### src/rtl/servo_map.vh
// Address map, field positions, reset values and codes of the servo command block.
// Included by the command block and its input decoder; holds definitions only.
`ifndef SERVO_MAP_VH
`define SERVO_MAP_VH

`define OFS_CTRL      7'h00
`define OFS_MODE      7'h04
`define OFS_PRESET1   7'h08
`define OFS_PRESET2   7'h0C
`define OFS_PRESET3   7'h10
`define OFS_JOG       7'h14
`define OFS_FUNC_BASE 7'h18
`define OFS_FUNC_LAST 7'h38
`define OFS_STATUS    7'h3C
`define OFS_SPEED     7'h40

`define CTRL_SON_BIT     0
`define CTRL_RESTART_BIT 1
`define MODE_ACTIVE_LSB  8

`define MODE_SPEED    8'h02
`define MODE_RST      8'h00
`define PRESET_MAX    32'h0000C350
`define PRESET_MIN    32'hFFFF3CB0
`define JOG_RST       16'h0014
`define JOG_MAX       16'h1388
`define JOG_SCALE     32'h0000000A
`define STEP0         16'h0001
`define STEP1         16'h000A
`define STEP2         16'h0064
`define STEP3         16'h03E8
`define DIGIT_LAST    2'h3

`define FN_NONE  12'h000
`define FN_SON   12'h101
`define FN_TRQ   12'h109
`define FN_SPEED_SELECT_LOW  12'h114
`define FN_SPEED_SELECT_HIGH  12'h115
`define FN_ALARM_CLEAR_INPUT  12'h102
`define FN_EMG   12'h021
`define FN_NL    12'h022
`define FN_PL    12'h023

`define F_SON  0
`define F_TRQ  1
`define F_SPEED_SELECT_LOW 2
`define F_SPEED_SELECT_HIGH 3
`define F_ALARM_CLEAR_INPUT 4
`define F_EMG  5
`define F_NL   6
`define F_PL   7

`define ST_FLT_EMG 0
`define ST_FLT_NL  1
`define ST_FLT_PL  2
`define ST_SERVO   3
`define ST_JOG     4
`define ST_SPEED_SELECT_LOW    5
`define ST_SPEED_SELECT_HIGH    6
`define ST_TRQ     7
`define ST_ANALOG  8

`define RESP_OKAY   2'h0
`define RESP_SLVERR 2'h2

`endif

### src/rtl/input_function_decode.v
// One digital input decoded against its function code.
// Assumes the level is already synchronised; the code comes from a register.
`timescale 1ns/1ps
`default_nettype none
`include "servo_map.vh"
module input_function_decode (
  input  wire [11:0] code,
  input  wire        level,
  output reg  [7:0]  on_vec,
  output reg  [7:0]  off_vec
);
  reg [7:0] map;

  always @* begin
    map = 8'h00;
    case (code)
      `FN_SON:  map[`F_SON]  = 1'b1;
      `FN_TRQ:  map[`F_TRQ]  = 1'b1;
      `FN_SPEED_SELECT_LOW: map[`F_SPEED_SELECT_LOW] = 1'b1;
      `FN_SPEED_SELECT_HIGH: map[`F_SPEED_SELECT_HIGH] = 1'b1;
      `FN_ALARM_CLEAR_INPUT: map[`F_ALARM_CLEAR_INPUT] = 1'b1;
      `FN_EMG:  map[`F_EMG]  = 1'b1;
      `FN_NL:   map[`F_NL]   = 1'b1;
      `FN_PL:   map[`F_PL]   = 1'b1;
      default:  map = 8'h00;
    endcase
    on_vec  = map & {8{level}};
    off_vec = map & {8{~level}};
  end
endmodule
`default_nettype wire

### src/rtl/servo_speed_select_and_jog.v
// Speed command selection, keypad jog and input-function handling of a servo drive.
// Assumes AXI4-Lite master on aclk; inputs and keys are levels sampled on aclk.
`timescale 1ns/1ps
`default_nettype none
`include "servo_map.vh"
module servo_speed_select_and_jog (
  input  wire        aclk,
  input  wire        aresetn,
  input  wire [6:0]  s_axi_awaddr,
  input  wire [2:0]  s_axi_awprot,
  input  wire        s_axi_awvalid,
  output reg         s_axi_awready,
  input  wire [31:0] s_axi_wdata,
  input  wire [3:0]  s_axi_wstrb,
  input  wire        s_axi_wvalid,
  output reg         s_axi_wready,
  output reg  [1:0]  s_axi_bresp,
  output reg         s_axi_bvalid,
  input  wire        s_axi_bready,
  input  wire [6:0]  s_axi_araddr,
  input  wire [2:0]  s_axi_arprot,
  input  wire        s_axi_arvalid,
  output reg         s_axi_arready,
  output reg  [31:0] s_axi_rdata,
  output reg  [1:0]  s_axi_rresp,
  output reg         s_axi_rvalid,
  input  wire        s_axi_rready,
  input  wire [8:0]  din,
  input  wire [15:0] analog_ref,
  input  wire        key_mode,
  input  wire        key_set,
  input  wire        key_up,
  input  wire        key_down,
  input  wire        key_shift,
  output reg  [31:0] speed_cmd,
  output reg         speed_cmd_analog,
  output reg         servo_active,
  output reg         torque_limit_enable,
  output reg         jog_active,
  output reg         motor_run_ccw,
  output reg         motor_run_cw,
  output reg         emergency_stop_fault,
  output reg         reverse_limit_fault,
  output reg         forward_limit_fault,
  output reg  [7:0]  control_mode_active
);
  localparam [2:0] ST_IDLE = 3'b001;
  localparam [2:0] ST_EDIT = 3'b010;
  localparam [2:0] ST_JOG  = 3'b100;

  reg        aw_hold_q;
  reg        w_hold_q;
  reg [6:0]  awaddr_q;
  reg [31:0] wdata_q;
  reg [3:0]  wstrb_q;
  reg        sw_servo_on_q;
  reg        restart_q;
  reg [7:0]  control_mode_param_q;
  reg [31:0] speed_preset_one_q;
  reg [31:0] speed_preset_two_q;
  reg [31:0] speed_preset_three_q;
  reg [15:0] jog_speed_param_q;
  reg [11:0] func_code_q [0:8];
  reg [8:0]  din_meta_q;
  reg [8:0]  din_sync_q;
  reg        alarm_clear_input_prev_q;
  reg [4:0]  key_prev_q;
  reg [2:0]  state_q;
  reg [15:0] edit_q;
  reg [1:0]  digit_q;
  reg [31:0] rd_data;
  reg        rd_ok;
  reg        wr_ok;
  reg [7:0]  on_all;
  reg [7:0]  off_all;
  reg [15:0] step;
  reg [31:0] speed_d;
  reg [31:0] jog_mag;
  reg [31:0] wmerge;
  reg [31:0] fmerge;
  reg [3:0]  fidx_w;
  reg [3:0]  fidx_r;
  wire [71:0] on_flat;
  wire [71:0] off_flat;
  wire [6:0]  fofs_w  = awaddr_q - `OFS_FUNC_BASE;
  wire [6:0]  fofs_r  = s_axi_araddr - `OFS_FUNC_BASE;
  wire        aw_take = s_axi_awvalid & s_axi_awready;
  wire        w_take  = s_axi_wvalid & s_axi_wready;
  wire        wr_do   = aw_hold_q & w_hold_q & ~s_axi_bvalid;
  wire        ar_take = s_axi_arvalid & s_axi_arready;
  wire [4:0]  keys    = {key_shift, key_down, key_up, key_set, key_mode};
  wire [4:0]  key_hit = keys & ~key_prev_q;
  wire        alarm_clear_input_rise = on_all[`F_ALARM_CLEAR_INPUT] & ~alarm_clear_input_prev_q;
  wire        fault_clr = alarm_clear_input_rise | restart_q;
  wire        speed_mode = (control_mode_active == `MODE_SPEED);
  integer     i;

  function [31:0] merge;
    input [31:0] old;
    input [31:0] nw;
    input [3:0]  strb;
    integer b;
    begin
      merge = old;
      for (b = 0; b < 4; b = b + 1) begin
        if (strb[b]) merge[b*8 +: 8] = nw[b*8 +: 8];
      end
    end
  endfunction

  function [31:0] clamp_preset;
    input [31:0] v;
    begin
      if ($signed(v) > $signed(`PRESET_MAX)) clamp_preset = `PRESET_MAX;
      else if ($signed(v) < $signed(`PRESET_MIN)) clamp_preset = `PRESET_MIN;
      else clamp_preset = v;
    end
  endfunction

  function func_range;
    input [6:0] a;
    begin
      func_range = (a >= `OFS_FUNC_BASE) && (a <= `OFS_FUNC_LAST) && (a[1:0] == 2'h0);
    end
  endfunction

  genvar g;
  generate
    for (g = 0; g < 9; g = g + 1) begin : gen_dec
      input_function_decode u_dec (
        .code    (func_code_q[g]),
        .level   (din_sync_q[g]),
        .on_vec  (on_flat[g*8 +: 8]),
        .off_vec (off_flat[g*8 +: 8])
      );
    end
  endgenerate

  always @* begin
    on_all  = 8'h00;
    off_all = 8'h00;
    for (i = 0; i < 9; i = i + 1) begin
      on_all  = on_all | on_flat[i*8 +: 8];
      off_all = off_all | off_flat[i*8 +: 8];
    end
  end

  // Function-register index; only meaningful when the address is in range
  always @* begin
    fidx_w = 4'h0;
    fidx_r = 4'h0;
    if (func_range(awaddr_q)) fidx_w = fofs_w[5:2];
    if (func_range(s_axi_araddr)) fidx_r = fofs_r[5:2];
    wmerge = merge(32'h00000000, wdata_q, wstrb_q);
    fmerge = merge({20'h00000, func_code_q[fidx_w]}, wdata_q, wstrb_q);
  end

  always @* begin
    wr_ok = 1'b1;
    case (awaddr_q)
      `OFS_CTRL, `OFS_MODE, `OFS_PRESET1, `OFS_PRESET2, `OFS_PRESET3, `OFS_JOG: wr_ok = 1'b1;
      default: wr_ok = func_range(awaddr_q);
    endcase
  end

  always @* begin
    rd_data = 32'h00000000;
    rd_ok   = 1'b1;
    case (s_axi_araddr)
      `OFS_CTRL: rd_data[`CTRL_SON_BIT] = sw_servo_on_q;
      `OFS_MODE: begin
        rd_data[7:0] = control_mode_param_q;
        rd_data[`MODE_ACTIVE_LSB +: 8] = control_mode_active;
      end
      `OFS_PRESET1: rd_data = speed_preset_one_q;
      `OFS_PRESET2: rd_data = speed_preset_two_q;
      `OFS_PRESET3: rd_data = speed_preset_three_q;
      `OFS_JOG:     rd_data[15:0] = jog_speed_param_q;
      `OFS_STATUS: begin
        rd_data[`ST_FLT_EMG] = emergency_stop_fault;
        rd_data[`ST_FLT_NL]  = reverse_limit_fault;
        rd_data[`ST_FLT_PL]  = forward_limit_fault;
        rd_data[`ST_SERVO]   = servo_active;
        rd_data[`ST_JOG]     = jog_active;
        rd_data[`ST_SPEED_SELECT_LOW]    = on_all[`F_SPEED_SELECT_LOW];
        rd_data[`ST_SPEED_SELECT_HIGH]    = on_all[`F_SPEED_SELECT_HIGH];
        rd_data[`ST_TRQ]     = torque_limit_enable;
        rd_data[`ST_ANALOG]  = speed_cmd_analog;
      end
      `OFS_SPEED: rd_data = speed_cmd;
      default: begin
        rd_ok = func_range(s_axi_araddr);
        if (rd_ok) rd_data[11:0] = func_code_q[fidx_r];
      end
    endcase
  end

  // AXI4-Lite slave: address and data taken in either order, one write and one read
  always @(posedge aclk) begin
    if (!aresetn) begin
      s_axi_awready <= 1'b1;
      s_axi_wready  <= 1'b1;
      s_axi_bvalid  <= 1'b0;
      s_axi_bresp   <= `RESP_OKAY;
      s_axi_arready <= 1'b1;
      s_axi_rvalid  <= 1'b0;
      s_axi_rresp   <= `RESP_OKAY;
      s_axi_rdata   <= 32'h00000000;
      aw_hold_q     <= 1'b0;
      w_hold_q      <= 1'b0;
      awaddr_q      <= 7'h00;
      wdata_q       <= 32'h00000000;
      wstrb_q       <= 4'h0;
    end else begin
      if (aw_take) begin
        awaddr_q      <= s_axi_awaddr;
        aw_hold_q     <= 1'b1;
        s_axi_awready <= 1'b0;
      end
      if (w_take) begin
        wdata_q      <= s_axi_wdata;
        wstrb_q      <= s_axi_wstrb;
        w_hold_q     <= 1'b1;
        s_axi_wready <= 1'b0;
      end
      if (wr_do) begin
        aw_hold_q    <= 1'b0;
        w_hold_q     <= 1'b0;
        s_axi_bvalid <= 1'b1;
        s_axi_bresp  <= wr_ok ? `RESP_OKAY : `RESP_SLVERR;
      end
      if (s_axi_bvalid && s_axi_bready) begin
        s_axi_bvalid  <= 1'b0;
        s_axi_awready <= 1'b1;
        s_axi_wready  <= 1'b1;
      end
      if (ar_take) begin
        s_axi_arready <= 1'b0;
        s_axi_rvalid  <= 1'b1;
        s_axi_rdata   <= rd_data;
        s_axi_rresp   <= rd_ok ? `RESP_OKAY : `RESP_SLVERR;
      end
      if (s_axi_rvalid && s_axi_rready) begin
        s_axi_rvalid  <= 1'b0;
        s_axi_arready <= 1'b1;
      end
    end
  end

  // Register file; the keypad confirm also writes the jog speed, bus write takes precedence
  always @(posedge aclk) begin
    if (!aresetn) begin
      sw_servo_on_q        <= 1'b0;
      restart_q            <= 1'b0;
      control_mode_param_q <= `MODE_RST;
      control_mode_active  <= `MODE_RST;
      speed_preset_one_q   <= 32'h00000000;
      speed_preset_two_q   <= 32'h00000000;
      speed_preset_three_q <= 32'h00000000;
      jog_speed_param_q    <= `JOG_RST;
      func_code_q[0] <= `FN_SON;
      func_code_q[1] <= `FN_TRQ;
      func_code_q[2] <= `FN_SPEED_SELECT_LOW;
      func_code_q[3] <= `FN_SPEED_SELECT_HIGH;
      func_code_q[4] <= `FN_ALARM_CLEAR_INPUT;
      func_code_q[5] <= `FN_NL;
      func_code_q[6] <= `FN_PL;
      func_code_q[7] <= `FN_EMG;
      func_code_q[8] <= `FN_NONE;
    end else begin
      restart_q <= 1'b0;
      if (restart_q) control_mode_active <= control_mode_param_q;
      if (state_q == ST_EDIT && key_hit[1]) jog_speed_param_q <= edit_q;
      if (wr_do) begin
        case (awaddr_q)
          `OFS_CTRL: if (wstrb_q[0]) begin
            sw_servo_on_q <= wdata_q[`CTRL_SON_BIT];
            restart_q     <= wdata_q[`CTRL_RESTART_BIT];
          end
          `OFS_MODE: if (wstrb_q[0]) control_mode_param_q <= wdata_q[7:0];
          `OFS_PRESET1: speed_preset_one_q <=
            clamp_preset(merge(speed_preset_one_q, wdata_q, wstrb_q));
          `OFS_PRESET2: speed_preset_two_q <=
            clamp_preset(merge(speed_preset_two_q, wdata_q, wstrb_q));
          `OFS_PRESET3: speed_preset_three_q <=
            clamp_preset(merge(speed_preset_three_q, wdata_q, wstrb_q));
          `OFS_JOG: jog_speed_param_q <=
            merge({16'h0000, jog_speed_param_q}, wdata_q, wstrb_q) > {16'h0000, `JOG_MAX} ?
            `JOG_MAX : wmerge[15:0] | (jog_speed_param_q & ~{{8{wstrb_q[1]}}, {8{wstrb_q[0]}}});
          default: if (func_range(awaddr_q)) begin
            func_code_q[fidx_w] <= fmerge[11:0];
          end
        endcase
      end
    end
  end

  // Inputs, faults and servo state
  always @(posedge aclk) begin
    if (!aresetn) begin
      din_meta_q           <= 9'h000;
      din_sync_q           <= 9'h000;
      alarm_clear_input_prev_q          <= 1'b0;
      emergency_stop_fault <= 1'b0;
      reverse_limit_fault  <= 1'b0;
      forward_limit_fault  <= 1'b0;
      servo_active         <= 1'b0;
      torque_limit_enable  <= 1'b0;
    end else begin
      din_meta_q  <= din;
      din_sync_q  <= din_meta_q;
      alarm_clear_input_prev_q <= on_all[`F_ALARM_CLEAR_INPUT];
      // A fault still present at the clear sets again; set wins over clear
      emergency_stop_fault <= off_all[`F_EMG] | (emergency_stop_fault & ~fault_clr);
      reverse_limit_fault  <= off_all[`F_NL] | (reverse_limit_fault & ~fault_clr);
      forward_limit_fault  <= off_all[`F_PL] | (forward_limit_fault & ~fault_clr);
      servo_active <= (sw_servo_on_q | on_all[`F_SON]) &
                      ~(emergency_stop_fault | reverse_limit_fault | forward_limit_fault);
      torque_limit_enable <= on_all[`F_TRQ];
    end
  end

  // Keypad jog: edit, confirm, run while a key is held
  always @* begin
    case (digit_q)
      2'h0:    step = `STEP0;
      2'h1:    step = `STEP1;
      2'h2:    step = `STEP2;
      default: step = `STEP3;
    endcase
  end

  always @(posedge aclk) begin
    if (!aresetn) begin
      state_q    <= ST_IDLE;
      key_prev_q <= 5'h00;
      edit_q     <= `JOG_RST;
      digit_q    <= 2'h0;
    end else begin
      key_prev_q <= keys;
      case (state_q)
        ST_IDLE: if (key_hit[1]) begin
          state_q <= ST_EDIT;
          edit_q  <= jog_speed_param_q;
          digit_q <= 2'h0;
        end
        ST_EDIT: begin
          if (key_hit[0]) state_q <= ST_IDLE;
          else if (key_hit[1]) state_q <= servo_active ? ST_JOG : ST_IDLE;
          else if (key_hit[2]) edit_q <= (edit_q > `JOG_MAX - step) ? `JOG_MAX : edit_q + step;
          else if (key_hit[3]) edit_q <= (edit_q < step) ? 16'h0000 : edit_q - step;
          else if (key_hit[4]) digit_q <= (digit_q == `DIGIT_LAST) ? 2'h0 : digit_q + 2'h1;
        end
        ST_JOG: if (key_hit[0] || !servo_active) state_q <= ST_IDLE;
        default: state_q <= ST_IDLE;
      endcase
    end
  end

  // Speed command: jog overrides the preset selection
  always @* begin
    jog_mag = {16'h0000, jog_speed_param_q} * `JOG_SCALE;
    speed_d = 32'h00000000;
    if (servo_active && state_q == ST_JOG) begin
      if (key_up && !key_down) speed_d = 32'h00000000 - jog_mag;
      else if (key_down && !key_up) speed_d = jog_mag;
    end else if (servo_active && speed_mode) begin
      // No check that the motor is fixed; that stays with the operator
      case ({on_all[`F_SPEED_SELECT_HIGH], on_all[`F_SPEED_SELECT_LOW]})
        2'b00:   speed_d = {{16{analog_ref[15]}}, analog_ref};
        2'b01:   speed_d = speed_preset_one_q;
        2'b10:   speed_d = speed_preset_two_q;
        default: speed_d = speed_preset_three_q;
      endcase
    end
  end

  always @(posedge aclk) begin
    if (!aresetn) begin
      speed_cmd        <= 32'h00000000;
      speed_cmd_analog <= 1'b0;
      jog_active       <= 1'b0;
      motor_run_ccw    <= 1'b0;
      motor_run_cw     <= 1'b0;
    end else begin
      speed_cmd        <= speed_d;
      speed_cmd_analog <= servo_active && speed_mode && state_q != ST_JOG &&
                          !on_all[`F_SPEED_SELECT_LOW] && !on_all[`F_SPEED_SELECT_HIGH];
      jog_active       <= (state_q == ST_JOG);
      motor_run_ccw    <= servo_active && state_q == ST_JOG && key_up && !key_down;
      motor_run_cw     <= servo_active && state_q == ST_JOG && key_down && !key_up;
    end
  end
endmodule
`default_nettype wire

### config.mk
export PLATFORM = sky130hd
export DESIGN_NAME = servo_speed_select_and_jog
export DESIGN_NICKNAME = d
export VERILOG_FILES = /design/src/rtl/input_function_decode.v /design/src/rtl/servo_speed_select_and_jog.v
export VERILOG_INCLUDE_DIRS = /design/src /design/src/rtl
export SDC_FILE = /design/constraint.sdc
export NUM_CORES = 1
export LEC_CHECK = 0
export ABC_AREA = 1
export BUFFER_PORTS_ARGS = -buffer_cell sky130_fd_sc_hd__buf_2
export CORE_MARGIN = 4
export CORE_UTILIZATION = 35
export DETAILED_ROUTE_END_ITERATION = 16
export REMOVE_ABC_BUFFERS = 1
export SLEW_MARGIN = 20
export SYNTH_ARGS = -nofsm -noshare
export SYNTH_HDL_FRONTEND = slang
export SYNTH_SLANG_ARGS = --single-unit
export TNS_END_PERCENT = 20
### constraint.sdc
create_clock -name aclk -period 2.66 [get_ports aclk]
set_input_delay 0.266 -clock aclk [delete_from_list [all_inputs] [get_ports aclk]]
set_output_delay 0.266 -clock aclk [all_outputs]
set_load 0.1 [all_outputs]
# Word-level counts from Yosys, hierarchy flattened
# Memories as Yosys holds them, arrays and structs flattened.
# Cells that the tools add are included.
# classes
eq_ne	105
bitwise	70
n_addsub	7
order_cmp	13
mux	199
reduce_logical	49
n_mul	1
# op_table
cell	n
== test 12 x 9 -> 1 bit (second input constant)	45
2-to-1 mux 8 bit	67
== test 12 x 6 -> 1 bit (second input constant)	27
2-to-1 mux 32 bit	9
2-to-1 mux 16 bit	11
> comparator 32 x 17 -> 1 bit (second input constant)	3
< comparator 32 x 17 -> 1 bit (second input constant)	3
one-hot mux 32 bit (3 select lines)	1
2-to-1 mux 1 bit	80
bitwise AND 8 bit	9
bitwise OR 8 bit	8
one-hot mux 16 bit (4 select lines)	1
one-hot mux 8 bit (8 select lines)	1
bitwise AND 5 bit	10
bitwise OR 5 bit	8
> comparator 32 x 13 -> 1 bit (second input constant)	1
one-hot mux 16 bit (2 select lines)	1
one-hot mux 10 bit (3 select lines)	1
== test 7 x 4 -> 1 bit (second input constant)	4
== test 7 x 5 -> 1 bit (second input constant)	4
2-to-1 mux 12 bit	2
one-hot mux 4 bit (6 select lines)	1
one-hot mux 3 bit (7 select lines)	1
subtractor 1 x 20 -> 21 bit (first input constant)	1
other kinds (51)	145
# word_totals
ramBits	108
reg_bits	302
input_bits	93
n_memories	1
output_inout_bits	90
# memory_table
memory	words	word_bits	rd	rd_ports_with_merged_regs	wr	line	text
func_code_q	9	12	10	0	9	servo_speed_select_and_jog.v:63	reg [11:0] func_code_q [0:8];

# Logic depth before layout (Yosys ltp)
# Gate-level depths: netlist of the first run.
# An unclocked memory read counts as a cell.
# logic_depth
word_depth	17
mapped_depth	20
mapped_depth_nobuf	20

# Cells and area by module
# A second synthesis of the first run with hierarchy kept.
# hier_totals
hier_cells	4064
area_unflattened_um2	28916.5
# modules_own_cells
mod	cells_per_inst	n_inst	area_per_inst_um2
servo_speed_select_and_jog	3497	1	26349.0
input_function_decode	63	9	285.3

# Worst setup path after synthesis of the first run
# Ideal clock, no wire load.
# synth_timing
path_type	reg-to-reg
from	register jog_speed_param_q[1]
to	register speed_cmd[31]
slack_ps	-65
n_path_buf	1
period_less_slack_ps	2725
path_stages_with_launch	17
arrival_ps	2581
setup_ps	144
path_cell_list	dfxtp_1 -> ha_1 -> ha_1 -> inv_1 -> fa_1 -> inv_1 -> nor2_1 -> nand2_1 -> nor2_1 -> nand3_1 -> nor2_1 -> nand2_1 -> nor2_1 -> nand3_1 -> o21ai_2 -> buf_4 -> a21oi_1
# synth_between
elab_chain_cells	4
# synth_lines
item	line	text
start, declared	servo_speed_select_and_jog.v:62	reg [15:0] jog_speed_param_q;
start signal, assigned	servo_speed_select_and_jog.v:260	jog_speed_param_q <= `JOG_RST;
start signal, assigned	servo_speed_select_and_jog.v:273	if (state_q == ST_EDIT && key_hit[1]) jog_speed_param_q <= edit_q;
start signal, assigned	servo_speed_select_and_jog.v:287	`OFS_JOG: jog_speed_param_q <=
multiplier 16 x 3 -> 19 bit (no source line)	-	
subtractor 1 x 20 -> 21 bit	servo_speed_select_and_jog.v:365	if (key_up && !key_down) speed_d = 32'h00000000 - jog_mag;
2-to-1 mux 32 bit	servo_speed_select_and_jog.v:365	
2-to-1 mux 32 bit	servo_speed_select_and_jog.v:364	if (servo_active && state_q == ST_JOG) begin
end signal, assigned	servo_speed_select_and_jog.v:386	speed_cmd <= speed_d;
end, declared	servo_speed_select_and_jog.v:35	output reg [31:0] speed_cmd,
# No other way between the ends.
# A chain may end at the register's enable or synchronous reset.

# Worst setup path in the final report of the first run
# layout_timing
from	register jog_speed_param_q[3]
to	register speed_cmd[30]
# Same word-level chain as after synthesis.

==> run_results.csv, run 1 <==
group,metric,value,unit
floorplanning,die-area,0.0862,mm^2
floorplanning,die_y,294,um
timing,slew_violations,0,
synthesis,synth_ff_type,"dfxtp_1",
cells_and_area,fin_cells,5570,
timing,max_freq,0.351,GHz
clock_tree,cts_max_path_buffers,3,
timing,period_share,107,%
timing,tns,-2.15,ns
setup_path,critical_path_arrival,3.32,ns
setup_path,worstRegToRegCells,16,
timing,hold_violations,0,
synthesis,ys_ff_latch,492,
route,vias,29900,
timing,rsz0062_at_grt,"true",
cells_and_area,mostFrequentLayoutCell,"nand2_1",
global_routing,grt_max_degree,162,
place,place_congestion,1.01,
run,maxCapViolations,0,
clock_tree,htree_levels,2,
floorplanning,fp.coreArea,0.0807,mm^2
synthesis,ys_async_sr_fraction,0,%
global_routing,grt_pass1_wl,171,mm
clock_tree,cts.sinks,492,
route,detail_route.wl_per_cell,21.0,um
setup_path,r2r-start,"jog_speed_param_q[3]",
setup_path,r2r_setup_slack,-0.19,ns
place,place_inst,5378,
synthesis,synth-xor-area-share,0.491,%
synthesis,seq_area_frac_synth,41.2,%
cells_and_area,final_util,44.7,%
clock_tree,cts_root_buf,"clkbuf_16",
cells_and_area,mostFrequentLayoutCells,"nand2_1, nand3_1, nor2_1",
cells_and_area,fin_area,0.0361,mm^2
timing,setup_viol,15,
setup_path,r2r_end,"speed_cmd[30]",
global_routing,grt_pass1_vias,27900,
synthesis,synth_top_family_by_area,"simple AND/OR/NAND/NOR gates",
pwr,p_leak,15.3,nW
route,drt_iter0_markers,2763,
synthesis,yosysUniqueCellTypes,70,
cells_and_area,nFillCells,8290,
place,hpwl,87.3,mm
setup_path,endpoint_kind,"flip-flop",
synthesis,syn_area,0.0285,mm^2
setup_path,crit_type,"reg -> reg",
synthesis,synthCells,3971,
setup_path,endpoint,"speed_cmd[30]",
setup_path,setup.worst_path.start_class,"flip-flop",
min_path,min_path_type,"in -> reg",
pwr,power_density,614,mW/mm^2
synthesis,synthAdderAreaFrac,3.24,%
route,drt_wl_total,117,mm
setup_path,worstPathRequired,3.13,ns
clock_tree,clk_pin_slew_worst_paths,0.06,ns
cells_and_area,fin_nets,4627,
cells_and_area,syn_to_final_growth,26.5,%
synthesis,synth_compound_area_share,16.1,%
synthesis,synth_edf_count,192,
synthesis,yosysWarningCount,0,
floorplanning,start_util,35.4,%
setup_path,crit_start,"jog_speed_param_q[3]",
timing,worst_slack,-0.192,ns
cells_and_area,drive_gt1_share,20.2,%
route,dr.pass1.iters,6,
route,final_antenna_net_count,0,
place,dpl_cell_area,0.0327,mm^2
global_routing,grt_use_total,25.9,%
timing,worstMarginPinSlew,0.957,ns
route,via_per_inst,5.36,
clock_tree,cts_tree,"done",
clock_tree,cts_buffers,56,
global_routing,antenna_found_initial,6,
floorplanning,std_cell_rows,104,
synthesis,postSynthAreaPerCell,7.19,um^2
timing,min_period,2.85,ns
timing,max-slew-margin-rel,36.2,%
route,drc,0,
synthesis,synth.mux.area_fraction,0,%
synthesis,synth-simple-area-share,30.4,%
global_routing,grt.overflow.total,0,
floorplanning,dieWidth,294,um
clock_tree,clk_latency,0.64,ns
status,violations,"setup timing",
setup_path,cp_max_fo,6,
timing,skew,0.0345,ns
place,io_buffers,174,
status,status,"complete, but fails checks",
floorplanning,io-pin-count,183,
pwr,ir_worst_vdd,0.000486,V
final cells by class:
| cell class | instances | area (um^2) | area share [%] |
|---|---|---|---|
| Clock inverter | 30 | 215 | 0.596 |
| Multi-Input combinational cell | 2939 | 15300 | 42.4 |
| Timing Repair Buffer | 577 | 4400 | 12.2 |
| Timing Repair inverter | 1 | 7.51 | 0.0208 |
| Tap cell | 1060 | 1330 | 3.67 |
| Inverter | 395 | 1520 | 4.21 |
| Clock buffer | 72 | 1530 | 4.24 |
| Antenna cell | 4 | 10.0 | 0.0277 |
| Sequential cell | 492 | 11800 | 32.7 |
flip-flops by register name (all words and copies together), names as in the netlist, 32 cells and up:
| name | flops |
|---|---|
| func_code_q | 192 |
| s_axi_rdata | 32 |
| speed_cmd | 32 |
| speed_preset_one_q | 32 |
| speed_preset_three_q | 32 |
| speed_preset_two_q | 32 |
| wdata_q | 32 |
timing repair:
action / in CTS / in global routing
pin swaps: 4 / 42
gates resized for setup: 32 / 182
setup buffers: 12 / 18
hold buffers: 55 / 0
setup endpoints to repair: 53 / 190
cloned: 1 / 2
hold endpoints to repair: 58 / 0
power breakdown:
part	internal, W	total [W]	switching [W]
registers	0.00815	0.00844	0.000295
clock network	0.00416	0.00747	0.00331
logic	0.00243	0.00626	0.00383
total	0.0147	0.0222	0.00743
cells by family (layout without fill, tap and decap cells):
kind of cell,count (synthesis),in the layout
other,1,54
and+or+nand+nor,2019,2019
AOI/OAI and AO/OA,782,782
xor gates and xnor gates,16,16
adders and majority gates,72,72
buffers and inverters,589,1075
DFF,492,492
worst max-delay path: stages (launching register included):
cell and delay (ns):
dfxtp_2 0.34, ha_4 0.27, ha_4 0.13, inv_2 0.03, fa_2 0.53, inv_2 0.05, nor2_4 0.09, nand2_2 0.09
nor2_4 0.15, nand3_2 0.10, nor2_4 0.16, nand2_4 0.08, nor2_4 0.09, nand3_2 0.08, o21ai_4 0.24, clkbuf_16 0.21
a21oi_1 0.06
layer usage:
metal  GRT usage, %  wire length, um
met1           35.5            50900
met2           41.4            51800
met3           5.20             9840
met4           8.07             4050
met5              0               23
Yosys cell counts, types with 11 or more instances:
library cell | number | share of area (%)
clkbuf_1 | 127 | 1.7
nand4_1 | 59 | 1.3
buf_2 | 35 | 0.61
inv_1 | 361 | 4.7
buf_4 | 15 | 0.39
nand2_2 | 28 | 0.61
nor4_1 | 38 | 0.83
dfxtp_1 | 300 | 21
a31oi_1 | 14 | 0.31
ha_1 | 69 | 3.0
a21oi_2 | 38 | 1.2
o211ai_1 | 79 | 2.1
a21oi_1 | 330 | 5.8
nand3_1 | 380 | 6.7
xor2_1 | 13 | 0.40
nor2_1 | 383 | 5.0
edfxtp_1 | 192 | 20
nor3_1 | 72 | 1.3
o21ai_1 | 11 | 0.19
o21ai_0 | 208 | 3.6
inv_2 | 26 | 0.34
o21bai_1 | 20 | 0.53
nand2_1 | 1012 | 13
how the worst min path moves through the flow:
| stage | cells past startpoint | from | endpoint |
|---|---|---|---|
| floorplan | 1 | aresetn | state_q[0] |
| global placement | 2 | din_meta_q[3] | din_sync_q[3] |
| detailed placement | 2 | din_meta_q[8] | din_sync_q[8] |
| CTS | 3 | s_axi_awaddr[4] | awaddr_q[4] |
| global route | 3 | s_axi_awaddr[0] | awaddr_q[0] |
| finish | 3 | s_axi_awaddr[0] | awaddr_q[0] |
metrics by stage:
step                total power, W  hold slack [ns]  setup slack (ns)
floorplan                   0.0116            0.350            -0.459
global placement            0.0138            0.393            -0.329
detailed placement          0.0138            0.399            -0.278
CTS                         0.0214          0.00145            -0.228
global route                0.0231           0.0597            -0.327
finish                      0.0222           0.0211            -0.192
Note: power is estimated with default switching activity, not from simulation.
==> inputs of run 2 (changes only) <==
--- a/config.mk
+++ b/config.mk
@@ -11,9 +11,11 @@
 export CORE_MARGIN = 4
 export CORE_UTILIZATION = 35
 export DETAILED_ROUTE_END_ITERATION = 16
+export GPL_TIMING_DRIVEN = 1
 export REMOVE_ABC_BUFFERS = 1
 export SLEW_MARGIN = 20
 export SYNTH_ARGS = -nofsm -noshare
 export SYNTH_HDL_FRONTEND = slang
+export SYNTH_HIERARCHICAL = 1
 export SYNTH_SLANG_ARGS = --single-unit
 export TNS_END_PERCENT = 20
==> constraint.sdc (replaced) <==
create_clock -name aclk -period 3.51 [get_ports aclk]
set_input_delay 0.351 -clock aclk [delete_from_list [all_inputs] [get_ports aclk]]
set_output_delay 0.351 -clock aclk [all_outputs]
set_load 0.1 [all_outputs]
==> run_results.csv, run 2 <==
group,metric,value,unit
place,dpl_cell_area,0.0308,mm^2
cells_and_area,nFillCells,8420,
timing,max-slew-margin-rel,25.9,%
synthesis,yosysWarningCount,6,
cells_and_area,final_util,41.1,%
setup_path,crit_type,"reg -> reg",
pwr,pwr-share-clk,39.6,%
pwr,p_leak,13.8,nW
setup_path,critical_path_arrival,3.67,ns
setup_path,crit_family,"simple AND/OR/NAND/NOR gates",
floorplanning,start_util,35.4,%
timing,period_share,91.4,%
global_routing,grt_pass1_wl,162,mm
cells_and_area,fin_area,0.0332,mm^2
pwr,power.total,0.0160,W
cells_and_area,top_register,"func_code_q",
setup_path,slowest_delay,0.47,ns
floorplanning,die-area,0.0865,mm^2
route,vias,28400,
place,io_buffers,174,
route,drc,0,
setup_path,cp_slowest_cell,"nor4_1",
clock_tree,cts.sinks,492,
floorplanning,std_cell_rows,104,
place,dp_slack,0.340,ns
synthesis,syn_area,0.0286,mm^2
floorplanning,die_y,294,um
clock_tree,cts_max_path_buffers,3,
floorplanning,io-pin-count,183,
clock_tree,clk_pin_slew_worst_paths,0.06,ns
clock_tree,cts_root_buf,"clkbuf_16",
route,m1WireLength,46.0,mm
min_path,min_path_type,"in -> reg",
floorplanning,fp.coreArea,0.0808,mm^2
setup_path,worstPathRequired,3.97,ns
route,drt_wl_total,108,mm
route,met2WireLength,48.1,mm
timing,slew_violations,0,
synthesis,postSynthAreaPerCell,7.18,um^2
timing,tns,0,ns
cells_and_area,syn_to_final_growth,15.9,%
timing,rsz0062_at_grt,"false",
timing,skew,0.0452,ns
floorplanning,dieWidth,294,um
route,routed-wl-met3,9.42,mm
route,dr.pass1.iters,9,
place,hpwl,80.0,mm
timing,setup_viol,0,
pwr,ir_worst_vdd,0.000370,V
pwr,swShare,32.0,%
timing,max_freq,0.312,GHz
global_routing,grt_max_degree,168,
setup_path,critical_path_buf_inv_count,3,
route,detail_route.wl_per_cell,20.3,um
cells_and_area,diodes,0,
run,maxCapViolations,0,
timing,worstMarginPinSlew,1.08,ns
synthesis,synthCells,3992,
route,via_per_inst,5.35,
global_routing,antenna_found_initial,4,
setup_path,endpoint_kind,"flip-flop",
global_routing,grt_pass1_vias,26300,
pwr,combinationalPowerShare,20.6,%
pwr,p_seq_share,39.8,%
global_routing,grt_use_total,24.3,%
clock_tree,htree_levels,2,
place,place_congestion,0.949,
clock_tree,cts_buffers,57,
pwr,p_int,0.0109,W
pwr,p_sw,0.00513,W
route,drt_iter0_markers,3020,
clock_tree,clk_latency,0.65,ns
timing,worst_slack,0.303,ns
setup_path,setup.worst_path.start_class,"flip-flop",
cells_and_area,largest_register_ffs,192,
setup_path,cp_max_fo,23,
cells_and_area,mostFrequentLayoutCell,"nand2_1",
setup_path,worstPathCellList,"inv_2 -> a21oi_1 -> nor4_1 -> nand4_1 -> a21o_1 -> ha_1 -> inv_1 -> buf_4 -> nand2_1 -> nand2_1 -> a21oi_1",
cells_and_area,mostFrequentLayoutCells,"nand2_1, nor2_1, nand3_1",
route,highest_layer,"met5",
timing,min_period,3.21,ns
route,final_antenna_net_count,0,
status,status,"complete, no violations",
timing,hold_violations,0,
clock_tree,cts_tree,"done",
cells_and_area,fin_nets,4367,
cells_and_area,drive_gt1_share,13.9,%
global_routing,grt.overflow.total,0,
pwr,power_density,483,mW/mm^2
[run 2: worst register-to-register path, cell delays in order, from the launching register on]
cell	delay, ns
dfxtp_1	0.46
inv_2	0.46
a21oi_1	0.21
nor4_1	0.47
nand4_1	0.24
a21o_1	0.21
ha_1	0.38
inv_1	0.11
buf_4	0.28
nand2_1	0.10
nand2_1	0.08
a21oi_1	0.06
[run 2: layout make-up]
cell class	count	area, um^2	share of cell area (%)
clock inverter	29	384	1.16
multi-input combinational	2898	14400	43.5
tap	1060	1330	4.00
timing repair buffer	296	1950	5.88
inverter	457	1720	5.18
clock buffer	79	1610	4.85
sequential	492	11800	35.5
[run 2: timing repair]
action / 4_1_cts / 5_1_grt
hold buffers: 34 / 0
hold endpoints to repair: 36 / 0
setup endpoints to repair: 0 / 6
resized for setup: 0 / 2
setup buffers: 0 / 2
[run 2: routing by layer]
metal  GRT usage [%]  up-vias
li1                -    13700
met1            33.0    13200
met2            39.2     1303
met3            4.14      227
met4            8.05        4
met5               0        -
[run 2: path summary, 6_finish.rpt]
check | cells past startpoint | end | slack (ns) | from
worst min-delay path | 3 | wdata_q[2] | 0.05 | s_axi_wdata[2]
worst max-delay path | 11 | speed_preset_two_q[7] | 0.30 | wstrb_q[3]
worst max register to register | 11 | speed_preset_two_q[7] | 0.30 | wstrb_q[3]
worst min register to register | 2 | din_sync_q[8] | 0.42 | din_meta_q[8]
[run 2: power by group through the flow]
stage          clock [W]  sequential, W  combinational, W
2_1_floorplan          0        0.00659           0.00194
3_3_place_gp           0        0.00650           0.00312
3_5_place_dp           0        0.00650           0.00311
4_1_cts          0.00645        0.00638           0.00316
5_1_grt          0.00667        0.00641           0.00369
6_report         0.00634        0.00638           0.00330
[run 2: per-stage QoR]
stage          cells  hold WS, ns
4_1_cts         5309       0.0175
5_1_grt         5311       0.0618
3_5_place_dp    5167        0.402
6_report        5311       0.0482
2_1_floorplan   3847        0.390
3_3_place_gp    5167        0.403
